## src/hw/ipc_pkg.sv

```systemverilog
package ipc_pkg;
  localparam int          NUM_SRC   = 16;
  localparam int          VEC_W     = 9;
  localparam int          LVL_W     = 4;
  localparam int          NUM_LVL   = 16;
  localparam int          STK_DEPTH = 16;
  localparam logic [3:0]  LVL_RESET = 4'h0;
  localparam logic [3:0]  MASK_RESET = 4'h0;
  localparam logic [8:0]  VEC_NONE  = 9'h000;
  typedef enum logic [1:0] {
    IPC_IDLE   = 2'b00,
    IPC_OFFER  = 2'b01,
    IPC_ACCEPT = 2'b11
  } ipc_state_t;
endpackage

```

## src/hw/ipc_arb_if.sv

```systemverilog
`timescale 1ns/1ps
interface ipc_arb_if #(parameter int N = 16, parameter int LW = 4);
  logic [N-1:0]        req;
  logic [N*LW-1:0]     lvl;
  logic                found;
  logic [$clog2(N)-1:0] idx;
  logic [LW-1:0]       best;
  modport ctrl (output req, output lvl, input found, input idx, input best);
  modport arb  (input req, input lvl, output found, output idx, output best);
endinterface

```

## src/hw/ipc_arbiter.sv

```systemverilog
`timescale 1ns/1ps
module ipc_arbiter #(
  parameter int N  = 16,
  parameter int LW = 4
) (
  ipc_arb_if.arb a
);
  // Chain: higher level wins; on a tie the lower index wins (strict >)
  localparam int IW = $clog2(N);
  logic [N:0]           c_found;
  logic [LW-1:0]        c_best [N+1];
  logic [$clog2(N)-1:0] c_idx  [N+1];
  assign c_found[0] = 1'b0;
  assign c_best[0]  = '0;
  assign c_idx[0]   = '0;
  genvar i;
  generate
    for (i = 0; i < N; i++) begin : g_stage
      wire [LW-1:0] lv   = a.lvl[i*LW +: LW];
      wire          take = a.req[i] && (!c_found[i] || lv > c_best[i]);
      assign c_found[i+1] = c_found[i] | a.req[i];
      assign c_best[i+1]  = take ? lv : c_best[i];
      assign c_idx[i+1]   = take ? IW'(i) : c_idx[i];
    end
  endgenerate
  assign a.found = c_found[N];
  assign a.best  = c_best[N];
  assign a.idx   = c_idx[N];
endmodule

```

## src/hw/ipc_ctrl.sv

```systemverilog
`timescale 1ns/1ps
// Contract
// Pending requests are scheduled by priority; higher priority preempts running service.
// Each source owns a distinct 9-bit vector identifying its service routine.
// Sixteen levels; ties at one level resolved by fixed index order.
// Software writes each source's priority level.
// Software current-priority mask blocks requests not exceeding it.
// One controller instance per processor core, serving only that core.
// On accept, present vector and hold its priority until end of service; a mask_wr during service still overwrites cur_pri here.
module ipc_ctrl #(
  parameter int N = ipc_pkg::NUM_SRC,
  parameter int D = ipc_pkg::STK_DEPTH
) (
  // Clock and reset
  input  wire logic                     mclk,
  input  wire logic                     srst,
  // Peripheral requests, level sensitive
  input  wire logic [N-1:0]             irq_in,
  // Priority configuration
  input  wire logic                     lvl_wr,
  input  wire logic [$clog2(N)-1:0]     lvl_sel,
  input  wire logic [ipc_pkg::LVL_W-1:0] lvl_data,
  input  wire logic                     mask_wr,
  input  wire logic [ipc_pkg::LVL_W-1:0] mask_data,
  // Core handshake
  input  wire logic                     core_ack,
  input  wire logic                     core_eoi,
  output logic                          core_irq,
  output logic [ipc_pkg::VEC_W-1:0]     core_vec,
  output logic [ipc_pkg::LVL_W-1:0]     cur_pri,
  output logic                          stk_full
);
  localparam int SW = $clog2(D + 1);
  localparam int IW = $clog2(N);
  localparam int LW = ipc_pkg::LVL_W;

  logic [N*LW-1:0]     lvl;
  logic [LW-1:0]       stk [D];
  logic [SW-1:0]       sp;
  ipc_pkg::ipc_state_t state;
  ipc_pkg::ipc_state_t next_state;
  logic [IW-1:0]       held_idx;

  ipc_arb_if #(.N(N), .LW(LW)) arb_bus ();
  assign arb_bus.req = irq_in;
  assign arb_bus.lvl = lvl;
  ipc_arbiter #(.N(N), .LW(LW)) u_arb (.a(arb_bus));

  // Vector is the source index, so each is unique; width fixed to 9
  wire [ipc_pkg::VEC_W-1:0] win_vec = ipc_pkg::VEC_W'(arb_bus.idx);
  // Level 0 never interrupts since it cannot exceed any ceiling
  wire beats   = arb_bus.found && (arb_bus.best > cur_pri);
  wire room    = (sp != SW'(D));
  wire offer   = beats && room;
  wire accept  = (state == ipc_pkg::IPC_OFFER) && core_ack;
  wire pop     = core_eoi && (sp != '0) && !accept;
  // Request dropped before ack withdraws the offer
  wire lost    = (state == ipc_pkg::IPC_OFFER) && !core_ack && !offer;

  always_comb begin
    next_state = state;
    unique case (state)
      ipc_pkg::IPC_IDLE:   if (offer) next_state = ipc_pkg::IPC_OFFER;
      ipc_pkg::IPC_OFFER:  if (accept) next_state = ipc_pkg::IPC_ACCEPT;
                           else if (lost) next_state = ipc_pkg::IPC_IDLE;
      ipc_pkg::IPC_ACCEPT: next_state = ipc_pkg::IPC_IDLE;
      default:             next_state = ipc_pkg::IPC_IDLE;
    endcase
  end

  genvar g;
  generate
    for (g = 0; g < N; g++) begin : g_lvl
      always_ff @(posedge mclk) begin
        if (srst) lvl[g*LW +: LW] <= ipc_pkg::LVL_RESET;
        else if (lvl_wr && lvl_sel == IW'(g)) lvl[g*LW +: LW] <= lvl_data;
      end
    end
  endgenerate

  always_ff @(posedge mclk) begin
    if (srst) state <= ipc_pkg::IPC_IDLE;
    else      state <= next_state;
  end

  // Offered vector tracks a better winner until the core takes it
  always_ff @(posedge mclk) begin
    if (srst) held_idx <= '0;
    else if (offer && state != ipc_pkg::IPC_ACCEPT && !accept) held_idx <= arb_bus.idx;
  end

  // Stack of preempted priorities; sp counts nested services
  always_ff @(posedge mclk) begin
    if (srst) begin
      sp <= '0;
    end else if (accept) begin
      stk[sp[$clog2(D)-1:0]] <= cur_pri;
      sp <= sp + SW'(1);
    end else if (pop) begin
      sp <= sp - SW'(1);
    end
  end

  // Current priority: accepted level, restored on end of service,
  // mask write elevates or lowers it for the ceiling protocol
  always_ff @(posedge mclk) begin
    if (srst) cur_pri <= ipc_pkg::MASK_RESET;
    else if (accept) cur_pri <= lvl[held_idx*LW +: LW];
    else if (pop) cur_pri <= stk[sp[$clog2(D)-1:0] - 1'b1];
    else if (mask_wr) cur_pri <= mask_data;
  end

  always_ff @(posedge mclk) begin
    if (srst) begin
      core_irq <= 1'b0;
      core_vec <= ipc_pkg::VEC_NONE;
      stk_full <= 1'b0;
    end else begin
      core_irq <= (next_state == ipc_pkg::IPC_OFFER);
      if (offer && state != ipc_pkg::IPC_ACCEPT && !accept) core_vec <= win_vec;
      // Tracks the stack depth after this edge, so a pop clears it at once
      stk_full <= (sp == SW'(D) && !pop) || (accept && sp == SW'(D - 1));
    end
  end
endmodule

```

## config.mk

```make
export PLATFORM = sky130hd
export DESIGN_NAME = ipc_ctrl
export DESIGN_NICKNAME = d
export VERILOG_FILES = /design/src/hw/ipc_pkg.sv /design/src/hw/ipc_arb_if.sv /design/src/hw/ipc_arbiter.sv /design/src/hw/ipc_ctrl.sv
export SDC_FILE = /design/constraint.sdc
export NUM_CORES = 1
export LEC_CHECK = 0
export ABC_AREA = 1
export CELL_PAD_IN_SITES_DETAIL_PLACEMENT = 0
export CELL_PAD_IN_SITES_GLOBAL_PLACEMENT = 1
export CORE_ASPECT_RATIO = 1.2
export CORE_MARGIN = 5
export CORE_UTILIZATION = 30
export CTS_CLUSTER_DIAMETER = 60
export CTS_CLUSTER_SIZE = 25
export DETAILED_ROUTE_END_ITERATION = 8
export DONT_BUFFER_PORTS = 1
export PLACE_DENSITY_LB_ADDON = 0.1
export SKIP_LAST_GASP = 1
export SLEW_MARGIN = 20
export SYNTH_ARGS = -nofsm -noshare
export SYNTH_HDL_FRONTEND = slang
export SYNTH_SLANG_ARGS = --single-unit
```

## constraint.sdc

```tcl
create_clock -name mclk -period 20.7 [get_ports mclk]
set_input_delay 2.07 -clock mclk [delete_from_list [all_inputs] [get_ports mclk]]
set_output_delay 2.07 -clock mclk [all_outputs]
set_load 0.01 [all_outputs]
```

# == Yosys cells after proc, flatten, opt, wreduce, memory -nomap -nowiden ==
# Memory sizes are Yosys's and may differ from the RTL's.
# Cells that the tools add are included.
# op_classes
addsub,3
n_lt_le_gt_ge,16
eq_ne,21
n_reduce_logical,82
n_shift,1
bitwise,15
muxes,43
# op_table
operator,n
2-to-1 mux 4 bit,33
> comparator 4 bit,16
variable part select 64 x 7 -> 4 bit,1
logical AND 1 bit,42
equality test 4 bit (second input constant),8
zero test 1 bit,19
equality test 4 x 3 -> 1 bit (second input constant),4
logical OR 1 bit,16
OR 1 bit,15
2-to-1 mux 5 bit,2
equality test 4 x 2 -> 1 bit (second input constant),2
2-to-1 mux 2 bit,3
adder 5 x 1 -> 5 bit (second input constant),1
equality test 5 x 4 -> 1 bit (second input constant),1
equality test 5 bit (second input constant),1
inequality test 5 bit (second input constant),1
nonzero test 5 bit,1
subtractor 5 x 1 -> 5 bit (second input constant),1
equality test 2 x 1 -> 1 bit (second input constant),2
equality test 4 x 1 -> 1 bit (second input constant),1
zero test 4 bit,1
2-to-1 mux 1 bit,4
one-hot mux 2 bit (2 select lines),1
subtractor 4 x 1 -> 4 bit (second input constant),1
other kinds (4),4
# totals
out_inout_bits,15
input_bits,34
elab_cells,204
mem_count,1
mem_bits_rw,64
reg_bits,81
# mem_list
name,depth,width,rd,rd_ports_with_merged_regs,wr,line_no,source
stk,16,4,1,0,1,ipc_ctrl.sv:38,logic [LW-1:0] stk [D];

# == Depth between registers and ports, before layout ==
# logic_depth
depth_word,70
ltp_mapped,174
ltp_nobuf,170

# == Hierarchy ==
# A second synthesis with hierarchy kept.
# unflattened
hier_cells,1403
hier_area_um2,9766.9
# modules_own_cells
mod,cells_each,seq_area_each_um2,instances,area_per_inst_um2
ipc_ctrl,883,3543.4,1,6932.9
ipc_arbiter,520,0.0,1,2834.0

# == Worst setup path before layout ==
# Ideal clock, no wire load.
# synth_timing
path_type,input-to-reg
start,input irq_in[0]
end,register core_vec[3] in the netlist's numbering
t_arrival_ns,18.402
setup_ns,0.115
n_path_buf,4
t_required_ns,20.585
cell_stages,168
path_slack_ns,2.183
cell_sequence,nand2_1 > ha_1 > nand2_1 > inv_2 > nand2_1 > nand2_1 > nand2_1 > nand2_2 > nand2_4 > o21ai_0 > ha_1 > inv_1 > o21bai_1 > nand4_1 > nand2_1 > nand2_1 > nand2_2 > nand2_4 > (+132 left out) > o21ai_0 > o21ai_0 > nand2_1 > inv_1 > nand2_1 > nand2_1 > ha_1 > nand2_1 > inv_1 > nand2_1 > a31oi_1 > o311ai_0 > inv_1 > nand3_1 > nor4_1 > nand3_1 > o211ai_1 > inv_2
# synth_via
elab_chain_cells,66
word_cells_on_any_way,109
cone_classes,16 x order compare; 29 x mux; 15 x bitwise; 49 x reduce/logical
# synth_lines
item,line_no,source
from (decl),ipc_ctrl.sv:18,"input wire logic [N-1:0] irq_in,"
2-to-1 mux 4 bit,ipc_arbiter.sv:22,assign c_best[i+1] = take ? lv : c_best[i];
> comparator 4 bit,ipc_arbiter.sv:20,wire take = a.req[i] && (!c_found[i] || lv > c_best[i]);
logical OR 1 bit,ipc_arbiter.sv:20,
logical AND 1 bit,ipc_arbiter.sv:20,
2-to-1 mux 4 bit,ipc_arbiter.sv:22,
> comparator 4 bit,ipc_arbiter.sv:20,
logical OR 1 bit,ipc_arbiter.sv:20,
logical AND 1 bit,ipc_arbiter.sv:20,
(+49 left out),n/a,
> comparator 4 bit,ipc_arbiter.sv:20,
logical OR 1 bit,ipc_arbiter.sv:20,
logical AND 1 bit,ipc_arbiter.sv:20,
2-to-1 mux 4 bit,ipc_arbiter.sv:22,
> comparator 4 bit,ipc_ctrl.sv:52,wire beats = arb_bus.found && (arb_bus.best > cur_pri);
logical AND 1 bit,ipc_ctrl.sv:52,
logical AND 1 bit,ipc_ctrl.sv:54,wire offer = beats && room;
logical AND 1 bit (2 in a row),ipc_ctrl.sv:120,if (offer && state != ipc_pkg::IPC_ACCEPT && !accept) core_vec <= win_vec;
to (signal assigned),ipc_ctrl.sv:116,core_vec <= ipc_pkg::VEC_NONE;
to (signal assigned),ipc_ctrl.sv:120,
to (decl),ipc_ctrl.sv:29,"output logic [ipc_pkg::VEC_W-1:0] core_vec,"
# Several ways; a longest one is shown, not always the timed one.
# A chain may end at the register's enable or synchronous reset.

# == Worst setup path in the final report ==
# Same ends and word-level chain as after synthesis.

==> impl_metrics.yaml <==
synth:
  synth-seq-cells: 145
  syn_inst: 1265
  netlist_area_um2: 9370
  synth_area_leaders: "edfxtp_1, dfxtp_1, o21ai_0"
  synthFlopType: "dfxtp_1"
  ys_seq_area_share_pct: 37.8
  yosys_warnings: 0
  syn_area_per_cell_um2: 7.41
  synth_edf_count: 64
  async_flop_share_pct: 0
  synth.largest_area_cell: "edfxtp_1"
  synth_top_area_share_pct: 20.5
  ys_types: 39
routing:
  drt_wl_total_um: 29200
  vias: 8397
  drt_first_pass_iters: 5
  drc: 0
  drt-wirelength-per-cell_um: 17.0
  viasPerCell: 4.88
  ant_nets: 0
  drt_iter0_markers: 428
setup_path:
  r2r_end: "core_vec[3]"
  path_class: "input port to register"
  crit_fanout: 9
  cp.required_ns: 21.02
  max_stage_delay_ns: 0.32
  setup.worst_path.end_class: "register"
  reg2reg_from: "arb_bus.lvl[3]"
  worstPathArrival_ns: 19.54
  start_kind: "input port"
  cp_slowest_cell: "nor4_4"
  r2r_setup_slack_ns: 2.67
  cp_common_cell: "nand2_1"
  reg2regPathDepth: 166
place:
  pre_cts_slack_ns: -0.163
  dp_hpwl_um: 21600
  gp_congestion: 0.803
  port-buffer-count: 0
run:
  drv_cap: 0
sta:
  fin_crit_ns: 19.22
  finalMaxSlewViolations: 0
  worst_slew_pin_slew_ns: 0.939
  clock.fmax_ghz: 0.0520
  finalWorstSetupSlack_ns: 1.48
  finalCritPeriodShare_pct: 92.9
  finalHoldViolCount: 0
  slew_headroom_pct: 37.4
  finalClockSkew_ns: 0.0126
  setup_viol: 0
layout:
  layout.cells.most_common_list: "inv_1, nand2_1, o21ai_0, nor2_1, nand3_1"
  final_layout_size_suffix_gt1_share_pct: 15.6
  nets: 1402
  area_growth_pct: 18.4
  final_util_pct: 35.7
  num_antenna_cells: 0
die:
  dieArea_um2: 34900
  rows: 71
  die_h_um: 204
  start_util_pct: 30.1
  coreArea_um2: 31100
  ios: 49
  die_w_um: 171
clock_network:
  cts_max_path_buffers: 2
  clkLatencyLatePin_ns: 0.43
  cts-htree-levels: 4
  clk_pin_slew_ns: 0.07
  cts_tree: "built"
  cts_buffers: 17
  root_buffer: "clkbuf_16"
  cts_sinks: 145
  ctsHoldBuffers: 0
worst_hold_path:
  min_path_type: "register to register"
  hp-start: "state[0]"
  holdPathEnd: "core_irq"
  whs_path_depth: 1
grt:
  grt_first_pass_wirelength_um: 44500
  overflow: 0
  grt_max_degree: 66
  antenna_found_initial: 0
  grt_pass1_vias: 7965
  grtUsageTotal_pct: 16.2
status:
  status: "complete, no violations"
[through the flow]
step,std cells,hold slack [ns],TNS (ns),area [µm²]
6_report,1722,0.461,0,11100
5_1_grt,1722,0.527,-0.212,11100
4_1_cts,1670,0.459,0,10300
3_5_place_dp,1638,0.449,-0.211,9760
3_3_place_gp,1638,0.444,-0.306,9760
2_1_floorplan,1269,0.426,0,9390
[layout make-up]
type / instances / area, µm²
Tap cell: 401 / 502
Timing Repair Buffer: 54 / 413
Sequential cell: 145 / 3540
Clock buffer: 17 / 425
Multi-Input combinational cell: 901 / 5330
Inverter: 189 / 709
Clock inverter: 15 / 165
Fill cell: 3384 / 20000
[registers in the layout, indices dropped and copies added, names as in the netlist]
| signal | cells |
|---|---|
| stk | 64 |
| sp | 5 |
| arb_bus.lvl | 64 |
| state | 2 |
| cur_pri | 4 |
| core_irq | 1 |
| core_vec | 4 |
| stk_full | 1 |
[worst max-delay path by stage]
stage                    from          end  depth (start not counted)
floorplan           irq_in[0]  core_vec[3]                        168
global placement    irq_in[0]  core_vec[3]                        158
detailed placement  irq_in[0]  core_vec[3]                        160
CTS                 irq_in[0]  core_vec[3]                        162
global route        irq_in[0]  core_vec[3]                        164
finish              irq_in[0]  core_vec[3]                        166
[synth_stat cells (14+ instances only)]
| master | n |
|---|---|
| nand2_1 | 184 |
| dfxtp_1 | 81 |
| o21bai_1 | 14 |
| edfxtp_1 | 64 |
| nor2_1 | 126 |
| nand4_1 | 26 |
| o21ai_0 | 157 |
| clkbuf_1 | 29 |
| ha_1 | 59 |
| o211ai_1 | 14 |
| nand2_2 | 37 |
| a21oi_1 | 93 |
| inv_1 | 180 |
| nand3_1 | 102 |
[timing repair]
item | 4_1_cts | 5_1_grt
gates resized for setup | 0 | 87
setup buffers | 0 | 44
endpoints found under the setup margin | 0 | 6
[cell families (layout without fill, tap and decap cells)]
| group | Yosys count | after routing | synth area share [%] |
|---|---|---|---|
| AOI/OAI and AO/OA | 308 | 308 | 18.3 |
| xor gates and xnor gates | 4 | 4 | 0.374 |
| adders and majority gates | 60 | 60 | 8.09 |
| buffers and inverters | 231 | 275 | 9.79 |
| DFF | 145 | 145 | 37.8 |
| muxes | 5 | 5 | 0.534 |
| other | 1 | 5 | 0.0400 |
| and+or+nand+nor | 511 | 519 | 25.1 |
[worst max-delay path, delay by kind of cell]
kind / cells / cell delay, ns
adder cells (fa/ha/maj): 16 / 4.48
AND/OR/NAND/NOR: 97 / 8.13
buffers and inverters: 24 / 1.65
AO/OA/AOI/OAI: 29 / 3.15
[per-layer routing]
layer | vias to the layer above | GRT usage (%) | routed length, µm
li1 | 4361 | - | -
met1 | 3891 | 19.5 | 12700
met2 | 113 | 29.7 | 15100
met3 | 32 | 3.04 | 1000
met4 | 0 | 3.85 | 467
met5 | - | 0 | 0
Power is not shown: default switching activity piles up to over one toggle a cycle in this logic, so the estimate is an artifact.
